`src/core/adcec_pkg.sv`:
```
// Functional notes
// - Result-ready event is a one-clock pulse, same condition as the result-ready flag
// - With event start enabled, each rising start-event edge while idle begins a conversion; edges during a conversion are lost except in its completion cycle
// - Detected event edge sets the begin-conversion bit, then conversion starts
// - Conversion end sets result-ready flag and clears the begin-conversion bit unless free-running or a new event edge arrives
// - Result-ready on new result; window flag when window mode condition holds
// - Interrupt flags are set whatever the enable bits say
// - Interrupt request is enable AND flag, held until the flag clears
// - Debug halt freezes the block unless debug-keep-running is set
// - Standby blocks new conversion starts unless run-in-standby; software starts are blocked either way
// - In standby, only event starts or free-running continuation are accepted
// - In standby, peripheral clock is requested only while converting
// - Power-down freezes conversion; resumes on wake; result marked invalid
// - Warm-up delay after power-down or plain standby via initialization delay
// - Software start begins conversion on next converter clock edge
// - Free-running repeats conversions after a software start
// - Initialization delay codes 0..5 give 0,16,32,64,128,256 converter cycles
// - Window compared once, after the last accumulated sample
package adcec_pkg;
    // Register indices; byte address is four times the index
    localparam logic [4:0] REG_CONTROL_A    = 5'h00;
    localparam logic [4:0] REG_ACCUM_CTRL   = 5'h01;
    localparam logic [4:0] REG_CLKDIV_CTRL  = 5'h02;
    localparam logic [4:0] REG_DELAY_CTRL   = 5'h03;
    localparam logic [4:0] REG_WINMODE_CTRL = 5'h04;
    localparam logic [4:0] REG_SAMPLE_LEN   = 5'h05;
    localparam logic [4:0] REG_POS_SEL      = 5'h08;
    localparam logic [4:0] REG_NEG_SEL      = 5'h09;
    localparam logic [4:0] REG_CONV_CMD     = 5'h0A;
    localparam logic [4:0] REG_EVENT_CTRL   = 5'h0B;
    localparam logic [4:0] REG_IRQ_ENABLE   = 5'h0C;
    localparam logic [4:0] REG_IRQ_FLAGS    = 5'h0D;
    localparam logic [4:0] REG_DEBUG        = 5'h0E;
    localparam logic [4:0] REG_BYTE_STAGE   = 5'h0F;
    localparam logic [4:0] REG_CONV_OUT     = 5'h10;
    localparam logic [4:0] REG_WIN_LOW      = 5'h12;
    localparam logic [4:0] REG_WIN_HIGH     = 5'h14;
    // Field positions
    localparam int BIT_ENABLE    = 0;
    localparam int BIT_FREE_RUN  = 1;
    localparam int BIT_RES_SEL   = 2;
    localparam int BIT_LEFT_ADJ  = 4;
    localparam int BIT_RUN_STDBY = 7;
    localparam int BIT_BEGIN     = 0;
    localparam int BIT_HALT      = 1;
    localparam int BIT_RESULT_READY    = 0;
    localparam int BIT_WINCMP    = 1;
    localparam logic [7:0] RESET_BYTE = 8'h00;
    // Converter clock cycles per conversion, half cycles rounded up
    localparam logic [8:0] CONV_TICKS_12 = 9'h00E;
    localparam logic [8:0] CONV_TICKS_10 = 9'h00C;
    // Window modes
    localparam logic [2:0] WIN_BELOW   = 3'h1;
    localparam logic [2:0] WIN_ABOVE   = 3'h2;
    localparam logic [2:0] WIN_INSIDE  = 3'h3;
    localparam logic [2:0] WIN_OUTSIDE = 3'h4;

    typedef enum logic [1:0] {
        ST_IDLE = 2'b00,
        ST_INIT = 2'b01,
        ST_CONV = 2'b10,
        ST_SDLY = 2'b11
    } adcec_st_t;

    typedef struct packed {
        logic        cyc;
        logic        stb;
        logic        we;
        logic [7:0]  adr;
        logic [3:0]  sel;
        logic [31:0] dat;
    } adcec_wb_req_t;

    typedef struct packed {
        logic        ack;
        logic [31:0] dat;
    } adcec_wb_rsp_t;

    typedef struct packed {
        logic [1:0]  evs;
        logic        ev_d;
        logic [7:0]  ctla;
        logic [7:0]  accc;
        logic [7:0]  divc;
        logic [7:0]  dlyc;
        logic [7:0]  winc;
        logic [7:0]  slen;
        logic [7:0]  psel;
        logic [7:0]  nsel;
        logic [7:0]  tmp;
        logic        evctl;
        logic        dbg;
        logic [1:0]  ien;
        logic [1:0]  iflg;
        logic        begin_conversion_bit;
        logic [15:0] res;
        logic [15:0] window_low_threshold;
        logic [15:0] window_high_threshold;
        logic        ack;
        logic [31:0] rdat;
        adcec_st_t   st;
        logic [7:0]  pdiv;
        logic [8:0]  cnt;
        logic [7:0]  nsmp;
        logic [18:0] acc;
        logic        init_pend;
        logic        en_d;
        logic        sleep_d;
        logic        res_bad;
        logic        evp;
    } adcec_state_t;
endpackage

```
`src/core/adcec_top.sv`:
```
`timescale 1ns/100ps
module adcec_top import adcec_pkg::*; (
    input  wire logic          clk_i,
    input  wire logic          rst_i,
    input  wire adcec_wb_req_t wb_req_i,
    output adcec_wb_rsp_t      wb_rsp_o,
    input  wire logic          start_event_i,
    input  wire logic [11:0]   sample_i,
    input  wire logic          debug_halt_i,
    input  wire logic          standby_i,
    input  wire logic          powerdown_i,
    output logic               result_ready_evt_o,
    output logic               irq_result_ready_o,
    output logic               irq_window_o,
    output logic               clk_request_o,
    output logic               conv_busy_o
);
    adcec_state_t q_r;
    adcec_state_t q_nxt;

    // Prescaler code to terminal count of the divider
    function automatic logic [7:0] presc_lim(input logic [3:0] c);
        case (c)
            4'h0: presc_lim = 8'h01;
            4'h1: presc_lim = 8'h03;
            4'h2: presc_lim = 8'h07;
            4'h3: presc_lim = 8'h0B;
            4'h4: presc_lim = 8'h0F;
            4'h5: presc_lim = 8'h13;
            4'h6: presc_lim = 8'h17;
            4'h7: presc_lim = 8'h1B;
            4'h8: presc_lim = 8'h1F;
            4'h9: presc_lim = 8'h2F;
            4'hA: presc_lim = 8'h3F;
            4'hB: presc_lim = 8'h5F;
            4'hC: presc_lim = 8'h7F;
            default: presc_lim = 8'hFF;
        endcase
    endfunction

    // Initialization delay code to converter cycles
    function automatic logic [8:0] init_ticks(input logic [2:0] c);
        case (c)
            3'h1: init_ticks = 9'h010;
            3'h2: init_ticks = 9'h020;
            3'h3: init_ticks = 9'h040;
            3'h4: init_ticks = 9'h080;
            3'h5: init_ticks = 9'h100;
            default: init_ticks = 9'h000;
        endcase
    endfunction

    logic        wr;
    logic        rd;
    logic [4:0]  idx;
    logic        en;
    logic        stby_off;
    logic        frozen;
    logic        tick;
    logic        ev_edge;
    logic        done;
    logic        sleep_now;
    logic [8:0]  conv_len;
    logic [11:0] smp;
    logic [18:0] acc_sum;
    logic [15:0] r;
    logic [7:0]  last;
    logic        win_hit;
    logic [31:0] rd_mux;
    logic        halt_req;

    // Next-state logic
    always_comb begin
        q_nxt     = q_r;
        idx       = wb_req_i.adr[6:2];
        wr        = wb_req_i.cyc && wb_req_i.stb && wb_req_i.we && !q_r.ack;
        rd        = wb_req_i.cyc && wb_req_i.stb && !q_r.ack;
        halt_req  = wr && idx == REG_CONV_CMD && wb_req_i.sel[0] && wb_req_i.dat[BIT_HALT];
        en        = q_r.ctla[BIT_ENABLE];
        stby_off  = standby_i && !q_r.ctla[BIT_RUN_STDBY];
        frozen    = powerdown_i || (debug_halt_i && !q_r.dbg);
        sleep_now = stby_off || powerdown_i;
        tick      = (q_r.pdiv == presc_lim(q_r.divc[3:0]));
        conv_len  = q_r.ctla[BIT_RES_SEL] ? CONV_TICKS_10 : CONV_TICKS_12;
        conv_len  = conv_len + {1'b0, q_r.slen};
        smp       = q_r.ctla[BIT_RES_SEL] ? {2'h0, sample_i[11:2]} : sample_i;
        acc_sum   = q_r.acc + {7'h00, smp};
        last      = 8'((9'h001 << q_r.accc[2:0]) - 9'h001);
        done      = 1'b0;
        win_hit   = 1'b0;
        r         = 16'h0000;
        q_nxt.ack = rd;
        q_nxt.evp = 1'b0;

        // Event line synchroniser and edge detect
        q_nxt.evs  = {q_r.evs[0], start_event_i};
        q_nxt.ev_d = q_r.evs[1];
        ev_edge    = q_r.evs[1] && !q_r.ev_d && q_r.evctl && en;

        // Warm-up on enable or on wake from power-down or plain standby
        q_nxt.en_d    = en;
        q_nxt.sleep_d = sleep_now;
        if ((en && !q_r.en_d) || (q_r.sleep_d && !sleep_now)) begin
            q_nxt.init_pend = 1'b1;
        end

        // Converter clock divider, stopped while frozen
        if (!frozen) begin
            q_nxt.pdiv = tick ? 8'h00 : q_r.pdiv + 8'h01;
        end

        // Register writes
        if (wr) begin
            unique case (idx)
                REG_CONTROL_A:    if (wb_req_i.sel[0]) q_nxt.ctla = wb_req_i.dat[7:0];
                REG_ACCUM_CTRL:   if (wb_req_i.sel[0]) q_nxt.accc = {5'h00, wb_req_i.dat[2:0]};
                REG_CLKDIV_CTRL:  if (wb_req_i.sel[0]) q_nxt.divc = {4'h0, wb_req_i.dat[3:0]};
                REG_DELAY_CTRL:   if (wb_req_i.sel[0]) q_nxt.dlyc = wb_req_i.dat[7:0] & 8'hEF;
                REG_WINMODE_CTRL: if (wb_req_i.sel[0]) q_nxt.winc = {5'h00, wb_req_i.dat[2:0]};
                REG_SAMPLE_LEN:   if (wb_req_i.sel[0]) q_nxt.slen = wb_req_i.dat[7:0];
                REG_POS_SEL:      if (wb_req_i.sel[0]) q_nxt.psel = {1'b0, wb_req_i.dat[6:0]};
                REG_NEG_SEL:      if (wb_req_i.sel[0]) q_nxt.nsel = {1'b0, wb_req_i.dat[6:0]};
                REG_EVENT_CTRL:   if (wb_req_i.sel[0]) q_nxt.evctl = wb_req_i.dat[0];
                REG_IRQ_ENABLE:   if (wb_req_i.sel[0]) q_nxt.ien = wb_req_i.dat[1:0];
                REG_IRQ_FLAGS:    if (wb_req_i.sel[0]) q_nxt.iflg = q_r.iflg & ~wb_req_i.dat[1:0];
                REG_DEBUG:        if (wb_req_i.sel[0]) q_nxt.dbg = wb_req_i.dat[0];
                REG_BYTE_STAGE:   if (wb_req_i.sel[0]) q_nxt.tmp = wb_req_i.dat[7:0];
                REG_WIN_LOW: begin
                    if (wb_req_i.sel[0]) q_nxt.window_low_threshold[7:0] = wb_req_i.dat[7:0];
                    if (wb_req_i.sel[1]) q_nxt.window_low_threshold[15:8] = wb_req_i.dat[15:8];
                end
                REG_WIN_HIGH: begin
                    if (wb_req_i.sel[0]) q_nxt.window_high_threshold[7:0] = wb_req_i.dat[7:0];
                    if (wb_req_i.sel[1]) q_nxt.window_high_threshold[15:8] = wb_req_i.dat[15:8];
                end
                REG_CONV_CMD: begin
                    if (wb_req_i.sel[0] && wb_req_i.dat[BIT_BEGIN] && !standby_i) begin
                        q_nxt.begin_conversion_bit = 1'b1;
                    end
                end
                default: ;
            endcase
        end

        // Event start
        if (ev_edge) begin
            q_nxt.begin_conversion_bit = 1'b1;
        end

        // Conversion sequencer
        if (!en) begin
            q_nxt.st     = ST_IDLE;
            q_nxt.begin_conversion_bit = 1'b0;
        end else if (!frozen && tick) begin
            unique case (q_r.st)
                ST_IDLE: begin
                    if (q_r.begin_conversion_bit && !stby_off) begin
                        q_nxt.nsmp = 8'h00;
                        q_nxt.acc  = 19'h00000;
                        if (q_r.init_pend) begin
                            q_nxt.st  = ST_INIT;
                            q_nxt.cnt = init_ticks(q_r.dlyc[7:5]);
                        end else begin
                            q_nxt.st  = ST_CONV;
                            q_nxt.cnt = conv_len;
                        end
                    end
                end
                ST_INIT: begin
                    if (q_r.cnt == 9'h000) begin
                        q_nxt.init_pend = 1'b0;
                        q_nxt.st        = ST_CONV;
                        q_nxt.cnt       = conv_len;
                    end else begin
                        q_nxt.cnt = q_r.cnt - 9'h001;
                    end
                end
                ST_CONV: begin
                    if (q_r.cnt == 9'h000) begin
                        q_nxt.acc = acc_sum;
                        if (q_r.nsmp == last) begin
                            done     = 1'b1;
                            q_nxt.st = ST_IDLE;
                        end else begin
                            q_nxt.nsmp = q_r.nsmp + 8'h01;
                            q_nxt.st   = ST_SDLY;
                            q_nxt.cnt  = {5'h00, q_r.dlyc[3:0]};
                        end
                    end else begin
                        q_nxt.cnt = q_r.cnt - 9'h001;
                    end
                end
                ST_SDLY: begin
                    if (q_r.cnt == 9'h000) begin
                        q_nxt.st  = ST_CONV;
                        q_nxt.cnt = conv_len;
                    end else begin
                        q_nxt.cnt = q_r.cnt - 9'h001;
                    end
                end
            endcase
        end

        // Power-down during a conversion spoils the result
        if (powerdown_i && q_r.st != ST_IDLE) begin
            q_nxt.res_bad = 1'b1;
        end

        // Result formatting and completion flags
        if (q_r.accc[2:0] == 3'h0) begin
            r = q_r.ctla[BIT_LEFT_ADJ]
                ? (q_r.ctla[BIT_RES_SEL] ? {smp[9:0], 6'h00} : {smp, 4'h0})
                : {4'h0, smp};
        end else if (q_r.accc[2:0] <= 3'h4) begin
            r = acc_sum[15:0];
        end else begin
            r = 16'(acc_sum >> (q_r.accc[2:0] - 3'h4));
        end
        unique case (q_r.winc[2:0])
            WIN_BELOW:   win_hit = r < q_r.window_low_threshold;
            WIN_ABOVE:   win_hit = r > q_r.window_high_threshold;
            WIN_INSIDE:  win_hit = (r > q_r.window_low_threshold) && (r < q_r.window_high_threshold);
            WIN_OUTSIDE: win_hit = (r < q_r.window_low_threshold) || (r > q_r.window_high_threshold);
            default:     win_hit = 1'b0;
        endcase
        if (done) begin
            q_nxt.res     = q_r.res_bad ? 16'h0000 : r;
            q_nxt.res_bad = 1'b0;
            q_nxt.iflg[BIT_RESULT_READY] = 1'b1;
            q_nxt.evp     = 1'b1;
            if (win_hit) begin
                q_nxt.iflg[BIT_WINCMP] = 1'b1;
            end
            q_nxt.begin_conversion_bit  = q_r.ctla[BIT_FREE_RUN] || ev_edge;
        end
        // Halt wins over a sequencer step or free-running restart in the same cycle
        if (halt_req) begin
            q_nxt.begin_conversion_bit = 1'b0;
            q_nxt.st     = ST_IDLE;
        end

        // Read data
        unique case (idx)
            REG_CONTROL_A:    rd_mux = {24'h0, q_r.ctla & 8'hBF};
            REG_ACCUM_CTRL:   rd_mux = {24'h0, q_r.accc};
            REG_CLKDIV_CTRL:  rd_mux = {24'h0, q_r.divc};
            REG_DELAY_CTRL:   rd_mux = {24'h0, q_r.dlyc};
            REG_WINMODE_CTRL: rd_mux = {24'h0, q_r.winc};
            REG_SAMPLE_LEN:   rd_mux = {24'h0, q_r.slen};
            REG_POS_SEL:      rd_mux = {24'h0, q_r.psel};
            REG_NEG_SEL:      rd_mux = {24'h0, q_r.nsel};
            REG_CONV_CMD:     rd_mux = {31'h0, q_r.begin_conversion_bit};
            REG_EVENT_CTRL:   rd_mux = {31'h0, q_r.evctl};
            REG_IRQ_ENABLE:   rd_mux = {30'h0, q_r.ien};
            REG_IRQ_FLAGS:    rd_mux = {30'h0, q_r.iflg};
            REG_DEBUG:        rd_mux = {31'h0, q_r.dbg};
            REG_BYTE_STAGE:   rd_mux = {24'h0, q_r.tmp};
            REG_CONV_OUT:     rd_mux = {16'h0, q_r.res};
            REG_WIN_LOW:      rd_mux = {16'h0, q_r.window_low_threshold};
            REG_WIN_HIGH:     rd_mux = {16'h0, q_r.window_high_threshold};
            default:          rd_mux = 32'h0000_0000;
        endcase
        q_nxt.rdat = rd ? rd_mux : 32'h0000_0000;
    end

    // State register
    always_ff @(posedge clk_i) begin
        if (rst_i) begin
            q_r       <= '0;
            q_r.ctla  <= RESET_BYTE;
            q_r.st    <= ST_IDLE;
        end else begin
            q_r <= q_nxt;
        end
    end

    // Outputs
    assign wb_rsp_o.ack       = q_r.ack;
    assign wb_rsp_o.dat       = q_r.rdat;
    assign result_ready_evt_o = q_r.evp;
    assign irq_result_ready_o = q_r.ien[BIT_RESULT_READY] && q_r.iflg[BIT_RESULT_READY];
    assign irq_window_o       = q_r.ien[BIT_WINCMP] && q_r.iflg[BIT_WINCMP];
    assign clk_request_o      = standby_i && (q_r.st != ST_IDLE);
    assign conv_busy_o        = q_r.begin_conversion_bit;
endmodule

```
`config.mk`:
```
export PLATFORM = sky130hd
export DESIGN_NAME = adcec_top
export DESIGN_NICKNAME = d
export VERILOG_FILES = /design/src/core/adcec_pkg.sv /design/src/core/adcec_top.sv
export SDC_FILE = /design/constraint.sdc
export NUM_CORES = 1
export LEC_CHECK = 0
export BUFFER_PORTS_ARGS = -buffer_cell sky130_fd_sc_hd__buf_2
export CAP_MARGIN = 40
export CORE_MARGIN = 10
export CORE_UTILIZATION = 30
export CTS_BUF_LIST = sky130_fd_sc_hd__clkbuf_4
export DETAILED_ROUTE_END_ITERATION = 6
export HOLD_SLACK_MARGIN = 0.05
export MAX_ROUTING_LAYER = met4
export SYNTH_ARGS = -nofsm -noshare
export SYNTH_HDL_FRONTEND = slang
export SYNTH_SLANG_ARGS = --single-unit
```
`constraint.sdc`:
```
create_clock -name clk_i -period 6.3 [get_ports clk_i]
set_input_delay 0.315 -clock clk_i [delete_from_list [all_inputs] [get_ports clk_i]]
set_output_delay 0.315 -clock clk_i [all_outputs]
set_load 0.05 [all_outputs]
```
==> out/results.ini, run 1 <==
[status]
outcome = completed

[synth]
ys_types = 81
synth-xor-area-share_pct = 3.690
synthMuxAreaShare_pct = 4.316
ys.flop_type = dfxtp_1
synthCells = 1470
synthSimpleGateAreaFrac_pct = 23.98
synth_compound_area_share_pct = 21.30
yosysSeqAreaShare_pct = 32.86
ys_ff_latch = 187
synthArstFlopShare_pct = 0
synth_area_sq_um = 11390
synth_top_family_by_area = simple AND/OR/NAND/NOR gates
synth_edf_count = 0
ys_warn_count = 0
avgSynthCellArea_sq_um = 7.751
synthAdderAreaFrac_pct = 6.106

[hold_path]
hold_class = in -> reg
worstHoldEndpoint = q_r[164]
hold_depth = 3
hold_start = wb_req_i[1]

[sta]
slew_headroom_pct = 45.80
fin_worst_skew_ns = 0.01950
tightest_slew_ns = 0.8130
hold_viol_final = 0
setup_viol = 0
slew_violations = 0
layout_min_cycle_time_ns = 5.760
max_freq_ghz = 0.1736
timing.final.crit_share_pct = 91.43
finalSetupTns_ns = 0
rsz0062_at_grt = false

[place]
port-buffer-count = 65
globalplace.congestion = 0.9770
placed_area_sq_um = 11970
hpwl_um = 26120

[floorplanning]
die_area_sq_um = 46170
core_sq_um = 37580
io_pins = 103
die_h_um = 214.9
std_cell_rows = 71
initial_core_util_pct = 30.32
fp.dieW_um = 214.9

[setup_path]
crit_chain = inv_1 -> nand2_1 -> a21boi_0 -> inv_1 -> ha_1 -> fa_1 -> a21o_1 -> a41o_1 -> a211o_1 -> xor2_1 -> nor3_1 -> a221o_1 -> a211oi_1 -> ha_1 -> nand2_1 -> o21ai_0 -> nor3_1 -> o31a_1 -> or4_1 -> o21ai_0 -> a32o_1
critPathLaunchType = flop
worst-path-max-fanout = 7
cp-end-kind = flop
r2r_slack_ns = 0.54
crit-reg2reg-launch = q_r[205]
reg2reg_depth = 21
cp_slowest_stage_delay_ns = 0.48
reg2reg_to = q_r[134]
crit_arrival_ns = 6.34
cpMaxStageDelayCell = xor2_1
worstPathRequired_ns = 6.88
crit_start = q_r[205]
crit_type = reg -> reg

[pwr]
vdd_drop_max_uv = 116.1
finalPower_mw = 2.142
powerDensity_nw_per_um2 = 171.4
p_leak_nw = 4.451

[finish]
synthToLayoutAreaGrowth_pct = 9.675
drive_gt1_share_pct = 10.58
design_area_sq_um = 12500
nets = 1601
n_fill_cell = 4019
fin_util_pct = 33.25
most-common-layout-cells = 187 x nand2_1, 187 x dfxtp_1, 156 x a21oi_1

[clocking]
htreeDepth = 4
root_buffer = clkbuf_4
numCtsBuffers = 17
clock_latency_ns = 0.62
cts.sinks = 187
ctsLongestPathBuffers = 2
cts_tree = built
cts.clk_slew.worst_paths_ns = 0.17

[detailed_routing]
wirelength_um = 35420
vias_per_cell = 5.391
firstDrtPassIters = 5
first_iter_violations = 1012
vias = 10814
ant_nets = 0
wl_per_cell_um = 17.66
drc = 0

[job]
maxCapViolations = 0

[global_route]
antenna_found_initial = 1
grt_max_degree = 80
grt_pass1_wl_um = 56930
grtUsageTotal_pct = 15.38
grt_overflow = 0
grt_pass1_vias = 10302

## registers in the layout, summed over array words and instances, names as in the netlist, named ones only
register	cells
q_r	158
wb_rsp_o	17
conv_busy_o	1
q_nxt	2
en	1
result_ready_evt_o	1
## worst max-delay path: cells and delay by family, from the launching register on
family	cells	cell delay [ns]
simple gates	5	0.77
xor+xnor	1	0.48
buf+inv	2	0.20
compound gates	10	3.05
flops	1	0.36
fa+ha+maj	3	0.87
## Yosys cell counts (7+ instances only)
cell type | number | area [sq um]
dfxtp_1 | 187 | 3744
nand2_1 | 187 | 701.9
a21oi_1 | 156 | 780.8
nand3_1 | 114 | 570.6
nor2_1 | 113 | 424.2
clkbuf_1 | 76 | 285.3
inv_1 | 58 | 217.7
ha_1 | 54 | 675.7
o21ai_0 | 45 | 225.2
buf_4 | 34 | 255.2
nor3_1 | 32 | 160.2
mux2i_1 | 30 | 300.3
xor2_1 | 29 | 254.0
a22o_1 | 24 | 210.2
a22oi_1 | 23 | 172.7
nand4_1 | 21 | 131.4
xnor2_1 | 19 | 166.4
a221oi_1 | 17 | 148.9
nor2b_1 | 17 | 106.4
a211oi_1 | 13 | 97.59
a31oi_1 | 13 | 81.33
a21o_1 | 11 | 82.58
and3_1 | 11 | 68.82
mux2_2 | 11 | 123.9
nand2b_1 | 11 | 68.82
and2_1 | 10 | 62.56
buf_1 | 10 | 37.54
o211ai_1 | 10 | 75.07
o22ai_1 | 9 | 56.30
or3_1 | 9 | 56.30
nor4_1 | 8 | 50.05
o31a_1 | 7 | 61.31
or2_2 | 7 | 43.79
## per-stage QoR
stage / std cells / hold slack, ns / setup WS [ns]
2_1_floorplan: 1485 / 0.4138 / 1.206
3_3_place_gp: 1949 / 0.4157 / 0.7753
3_5_place_dp: 1953 / 0.4283 / 0.7560
4_1_cts: 2005 / 0.07422 / 0.6844
5_1_grt: 2006 / 0.08706 / 0.2391
6_report: 2006 / 0.1159 / 0.5396
## per-layer routing
metal	vias up	global-route usage, %	routed length [um]
met1	5154	20.68	16430
li1	5232	-	-
met4	0	3.380	439
met3	35	2.823	2476
met5	-	-	0
met2	393	23.51	16080
## worst max-delay path by stage
| stage | end | slack (ns) | cells past startpoint |
|---|---|---|---|
| CTS | q_r[134] | 0.68 | 21 |
| global placement | q_r[134] | 0.78 | 21 |
| global route | q_r[134] | 0.24 | 21 |
| finish | q_r[134] | 0.54 | 21 |
| floorplan | q_r[134] | 1.21 | 25 |
| detailed placement | q_r[134] | 0.76 | 18 |
## final cells by class
cell class	instances	area (sq um)	share of cell area (%)
multi-input combinational	1109	6852	54.83
sequential	187	3744	29.96
timing repair buffer	107	713.2	5.707
tap	511	639.4	5.117
inverter	59	221.5	1.772
clock inverter	14	188.9	1.512
clock buffer	18	135.1	1.081
antenna	1	2.502	0.02003
## power breakdown
group | leakage [nW] | internal [mW] | switching, mW
logic | 2.78 | 0.0601 | 0.133
registers | 1.51 | 1.19 | 0.00363
clock network | 0.166 | 0.290 | 0.468
## cells by family after synthesis
group | after synthesis
muxes | 44
other | 1
buffers and inverters | 189
adders and majority gates | 55
xor gates and xnor gates | 48
AOI/OAI and AO/OA | 375
and+or+nand+nor | 571
DFF | 187
## what timing repair did
action | 4_1_cts | 5_1_grt
hold buffers | 20 | 0
gates resized for setup | 0 | 0
endpoints found under the hold margin | 64 | 0
endpoints found under the setup margin | 0 | 0
buffers inserted | 0 | 0
(Power assumes the default switching activity.)
==> run 2: changes to the inputs <==
- ABC_AREA: unset -> 1
==> out/results.ini, run 2 <==
[synth]
synth_most_common_cell = nand2_1
yosysTopAreaCell = dfxtp_1
ys_types = 58  ; -28%
avgSynthCellArea_sq_um = 6.636  ; -14%
synth_top_cell_area_share_pct = 33.13  ; +0.27 points
synth_area_sq_um = 11300  ; -0.81%
yosysSeqAreaShare_pct = 33.13  ; +0.27 points
ys_ff_latch = 187  ; unchanged
synthTopCellsByCount = 345 x nand2_1, 227 x inv_1, 187 x dfxtp_1, 172 x nor2_1, 161 x a21oi_1
ys_warn_count = 0  ; unchanged
synthTopCellsByArea = dfxtp_1 33%, nand2_1 11%, inv_1 7.5%, a21oi_1 7.1%, ha_1 6.0%
synth_edf_count = 0  ; unchanged
synthCells = 1703  ; +16%
synthArstFlopShare_pct = 0  ; unchanged
ys.flop_type = dfxtp_1

[sta]
rsz0062_at_grt = false
hold_viol_final = 0  ; unchanged
tightest_slew_ns = 0.8190  ; +0.005979 ns
finalSetupTns_ns = 0  ; unchanged
slew_headroom_pct = 45.25  ; -0.55 points
layout_min_cycle_time_ns = 4.872  ; -0.8884 ns
slew_violations = 0  ; unchanged
timing.final.crit_share_pct = 77.33  ; -14 points
max_freq_ghz = 0.2053  ; +18%
setup_viol = 0  ; unchanged
fin_worst_skew_ns = 0.04629  ; +0.02678 ns

[place]
hpwl_um = 27910  ; +6.9%
globalplace.congestion = 0.9248  ; -5.3%
port-buffer-count = 65  ; unchanged

[global_route]
antenna_found_initial = 3  ; +2
grtUsageTotal_pct = 15.78  ; +0.41 points
grt_pass1_vias = 10664  ; +3.5%
grt_pass1_wl_um = 57370  ; +0.79%
grt_max_degree = 79  ; -1.3%
grt_overflow = 0  ; unchanged

[pwr]
p_leak_nw = 5.345  ; +20%
powerDensity_nw_per_um2 = 173.9  ; +1.5%
finalPower_mw = 2.169  ; +1.3%
vdd_drop_max_uv = 96.17  ; -17%

[detailed_routing]
vias_per_cell = 4.914  ; -8.8%
first_iter_violations = 895  ; -12%
routed.top_layer = met4
wirelength_um = 36230  ; +2.3%
firstDrtPassIters = 7  ; +2
wl_per_cell_um = 15.93  ; -9.8%
met1Wirelength_um = 16810  ; +2.3%
wl_met3_um = 1896  ; -23%
ant_nets = 0  ; unchanged
drc = 10  ; +10
vias = 11175  ; +3.3%
wl_met2_um = 16760  ; +4.3%

[clocking]
ctsLongestPathBuffers = 2  ; unchanged
post_cts_buffers = 0  ; unchanged
numCtsBuffers = 17  ; unchanged
root_buffer = clkbuf_4
clock_latency_ns = 0.64  ; +0.02 ns
cts.sinks = 187  ; unchanged
cts.clk_slew.worst_paths_ns = 0.16  ; about the same
cts_tree = built
htreeDepth = 4  ; unchanged

[setup_path]
crit_type = reg -> reg
worst-path-max-fanout = 14  ; +7
crit_arrival_ns = 5.38  ; -0.96 ns
worstPathRequired_ns = 6.81  ; -0.07 ns
cp_common_cell = nand2_1
crit_buf_inv = 2  ; unchanged
cpMaxStageDelayCell = dfxtp_1
cp_top_family = simple AND/OR/NAND/NOR gates
cp-end-kind = flop
cp_slowest_stage_delay_ns = 0.62  ; +0.14 ns
critPathLaunchType = flop

[finish]
drive_gt1_share_pct = 8.523  ; -2.1 points
most-common-layout-cells = 345 x nand2_1, 226 x inv_1, 187 x dfxtp_1
regMostFlops = q_r
nets = 1867  ; +17%
synthToLayoutAreaGrowth_pct = 10.36
final_common_cell = nand2_1
largest_reg_flops = 158  ; unchanged
n_fill_cell = 4094  ; +1.9%
ff_latch_area_sq_um = 3744  ; unchanged
multi_input_area_sq_um = 6220  ; -9.2%

[hold_path]
hold_class = in -> reg

[floorplanning]
initial_core_util_pct = 30.22  ; -0.10 points
core_sq_um = 37400  ; -0.47%
die_h_um = 214.1  ; -0.37%
die_area_sq_um = 45830  ; -0.74%
io_pins = 103  ; unchanged
std_cell_rows = 71  ; unchanged
fp.dieW_um = 214.1  ; -0.37%

[status]
violations = DRC
outcome = complete, but fails checks

[job]
maxCapViolations = 0  ; unchanged

-- run 2: repair_timing --
item	4_1_cts	5_1_grt
hold buffers	20	0
gates resized for setup	0	0
endpoints found under the hold margin	43	0
-- run 2: final timing paths --
kind | from | end | slack, ns | cells past startpoint
worst min register to register | q_nxt[213] | q_nxt[211] | 0.41 | 2
worst max register to register | q_r[205] | q_r[134] | 1.43 | 26
worst max-delay path | q_r[205] | q_r[134] | 1.43 | 26
worst min-delay path | wb_req_i[38] | q_r[137] | 0.11 | 4
-- run 2: through the flow --
stage,setup slack (ns),hold WS [ns],cell area [sq um],utilization (%),instances
after floorplan,2.592,0.3883,11360,-,1718
after global placement,1.502,0.3953,11920,31.86,2217
after detailed placement,1.499,0.3991,11940,31.92,2219
after CTS,1.458,0.06314,12460,33.33,2271
after global routing,0.8998,0.1168,12470,33.35,2274
final,1.428,0.1088,12470,33.35,2274
-- run 2: final cells by class --
class / instances / share of cell area (%)
multi-input cells: 1198 / 49.87
flip-flops and latches: 187 / 30.02
inverters: 250 / 7.554
well taps: 511 / 5.126
repair buffers: 93 / 4.755
clock inverters: 11 / 1.354
clock buffers: 21 / 1.264
diodes: 3 / 0.06019
-- run 2: power by group --
| part | internal [mW] | switching [mW] |
|---|---|---|
| Sequential | 1.19 | 0.00282 |
| Combinational | 0.0604 | 0.149 |
| Clock | 0.333 | 0.436 |
-- run 2: cells by family (layout without fill, tap and decap cells) --
| kind of cell | after synthesis | count (layout) | share of synthesized area (%) |
|---|---|---|---|
| and+or+nand+nor | 706 | 706 | 26.83 |
| buffers and inverters | 333 | 375 | 12.33 |
| other | 1 | 19 | 0.03318 |
| AOI/OAI and AO/OA | 393 | 393 | 19.34 |
| xor gates and xnor gates | 27 | 27 | 2.093 |
| adders and majority gates | 55 | 55 | 6.156 |
| muxes | 1 | 1 | 0.08858 |
| DFF | 187 | 187 | 33.13 |
-- run 2: metal layers --
metal  vias to the layer above  global-route usage, %
met3                        52                  2.581
met2                       314                  25.34
met5                         -                      -
met1                      5151                  20.01
met4                         0                  4.727
li1                       5658                      -
-- run 2: worst reg2reg max path: stages (launching register included) --
cell     delay (ns)
dfxtp_1        0.62
inv_1          0.35
nand2_1        0.15
o21ai_0        0.15
ha_1           0.26
fa_1           0.41
nand3_1        0.13
inv_1          0.05
nand2_1        0.05
nand3_1        0.15
nand2_1        0.14
nand2_1        0.13
nand2_1        0.09
nand2_1        0.16
mux2i_1        0.25
nand2_1        0.11
a31oi_1        0.26
ha_1           0.17
nand2_1        0.07
nor4_1         0.42
nand2_1        0.14
nand2_1        0.10
nand2_1        0.06
nand2_1        0.05
nand3_1        0.12
a21oi_1        0.15
nor2_1         0.05
==> run 3: changes to the inputs <==
- clock period: 6.3 -> 4.1 ns (I/O delays scaled with it)
==> out/results.ini, run 3 (synthesis gave the netlist of run 2 again) <==
[status]
outcome = complete, but fails checks
violations = DRC

[sta]
tightest_slew_ns = 0.8745  ; +0.05545 ns
layout_setup_ws_ns = 0.2278  ; -1.200 ns
max_freq_ghz = 0.2583  ; +26%
slew_headroom_pct = 41.70  ; -3.5 points
setup_viol = 0  ; unchanged
slew_violations = 0  ; unchanged
timing.final.crit_share_pct = 94.44  ; +17 points
layout_min_cycle_time_ns = 3.872  ; -0.9998 ns
hold_viol_final = 0  ; unchanged
fin_worst_skew_ns = 0.04382  ; -0.002470 ns
holdWs_ns = 0.1175  ; +0.008718 ns

[pwr]
power_frac_seq_pct = 54.9  ; about the same
p_comb_share_pct = 10.5  ; +0.9 points
vdd_drop_max_uv = 148.3  ; +54%
powerDensity_nw_per_um2 = 258.1  ; +48%
intPower_mw = 2.374  ; +50%
p_leak_nw = 5.544  ; +3.7%
p_switching_mw = 0.9575  ; +63%
pwr-share-clk_pct = 34.6  ; -0.9 points
p_sw_share_pct = 28.74  ; +1.6 points

[floorplanning]
fp.dieW_um = 214.1  ; unchanged
die_h_um = 214.1  ; unchanged
die_area_sq_um = 45830  ; unchanged
core_sq_um = 37400  ; unchanged
io_pins = 103  ; unchanged
initial_core_util_pct = 30.22  ; unchanged
std_cell_rows = 71  ; unchanged

[detailed_routing]
vias_per_cell = 4.913  ; about the same
wl_per_cell_um = 15.93  ; about the same
firstDrtPassIters = 7  ; unchanged
wirelength_um = 36840  ; +1.7%
first_iter_violations = 970  ; +8.4%
vias = 11359  ; +1.6%
ant_nets = 0  ; unchanged
drc = 1  ; -9

[setup_path]
worstPathRequired_ns = 4.61  ; -2.20 ns
critPathLaunchType = flop
cp-end-kind = flop
reg2reg_to = q_r[134]
cpMaxStageDelayCell = dfxtp_2
crit_buf_inv = 4  ; +2
worst-path-max-fanout = 13  ; -1
crit_type = reg -> reg
crit-reg2reg-launch = q_r[205]
r2r_slack_ns = 0.23  ; -1.20 ns
crit_arrival_ns = 4.38  ; -1.00 ns
cp_common_cell = nand2_1
cp_top_family = simple AND/OR/NAND/NOR gates
cp_slowest_stage_delay_ns = 0.36  ; -0.26 ns
reg2reg_depth = 30  ; +15%

[clocking]
htreeDepth = 4  ; unchanged
cts.clk_slew.worst_paths_ns = 0.17  ; about the same
clock_latency_ns = 0.64  ; about the same
numCtsBuffers = 17  ; unchanged
root_buffer = clkbuf_4
ctsLongestPathBuffers = 2  ; unchanged
cts.sinks = 187  ; unchanged
cts_tree = built

[finish]
regMostFlops = q_r
final_common_cell = nand2_1
synthToLayoutAreaGrowth_pct = 14.23
nets = 1906  ; +2.1%
most-common-layout-cells = 337 x nand2_1, 225 x inv_1, 186 x dfxtp_1
drive_gt1_share_pct = 11.79  ; +3.3 points
largest_reg_flops = 158  ; unchanged

[global_route]
grtUsageTotal_pct = 15.75  ; -0.031 points
grt_overflow = 0  ; unchanged
grt_pass1_wl_um = 56910  ; -0.81%
grt_max_degree = 95  ; +20%
grt_pass1_vias = 10675  ; +0.10%
antenna_found_initial = 3  ; unchanged

[hold_path]
hold_depth = 4  ; unchanged
hold_start = wb_req_i[42]
hold_class = in -> reg
worstHoldEndpoint = q_r[137]

[place]
dp_worst_setup_slack_ns = 0.08211  ; -1.416 ns
port-buffer-count = 65  ; unchanged
hpwl_um = 28110  ; +0.69%
globalplace.congestion = 0.9454  ; +2.2%

[job]
maxCapViolations = 0  ; unchanged

## run 3: final cells by class
class	count	area [sq um]
fillers	4063	24490
multi-input cells	1198	6360
flip-flops and latches	187	3745
inverters	250	942.2
repair buffers	132	905.9
well taps	511	639.4
clock inverters	14	181.4
clock buffers	17	127.6
diodes	3	7.507
## run 3: worst max path at each step
stage	from	end	depth (start not counted)
2_1_floorplan	q_r[205]	q_r[134]	27
3_3_place_gp	q_r[205]	q_r[134]	26
3_5_place_dp	q_r[205]	q_r[134]	24
4_1_cts	q_r[205]	q_r[134]	24
5_1_grt	q_r[205]	q_r[134]	28
6_report	q_r[205]	q_r[134]	30
## run 3: worst min-delay path, cell delays in order
cell	delay [ns]
buf_2	0.17
nor2_1	0.14
nand3_1	0.13
a21oi_1	0.07
## run 3: layer usage
metal / global-route usage (%) / part of all wire (%)
met4: 4.845 / 2.4
met3: 2.920 / 5.6
met2: 25.31 / 46
met1: 19.70 / 46
met5: - / 0
## run 3: what timing repair did
item	CTS	global route
hold buffers	28	0
buffers inserted	0	3
setup endpoints to repair	0	1
resized for setup	0	44
endpoints found under the hold margin	89	0
## run 3: power groups by stage
stage | Sequential, mW | Combinational [mW] | Clock, mW
after floorplan | 1.87 | 0.214 | 0
after global placement | 1.87 | 0.312 | 0
after detailed placement | 1.87 | 0.314 | 0
after CTS | 1.83 | 0.337 | 1.18
after global routing | 1.83 | 0.383 | 1.24
final | 1.83 | 0.350 | 1.15
## run 3: per-stage QoR
stage          instance area (sq um)  setup TNS, ns  cells  utilization [%]  total power [mW]
2_1_floorplan                  11360              0   1718                -             2.080
3_3_place_gp                   12130              0   2245            32.42             2.180
3_5_place_dp                   12150              0   2247            32.48             2.182
4_1_cts                        12740              0   2306            34.06             3.348
5_1_grt                        12910       -0.02053   2312            34.52             3.456
6_report                       12910              0   2312            34.52             3.331
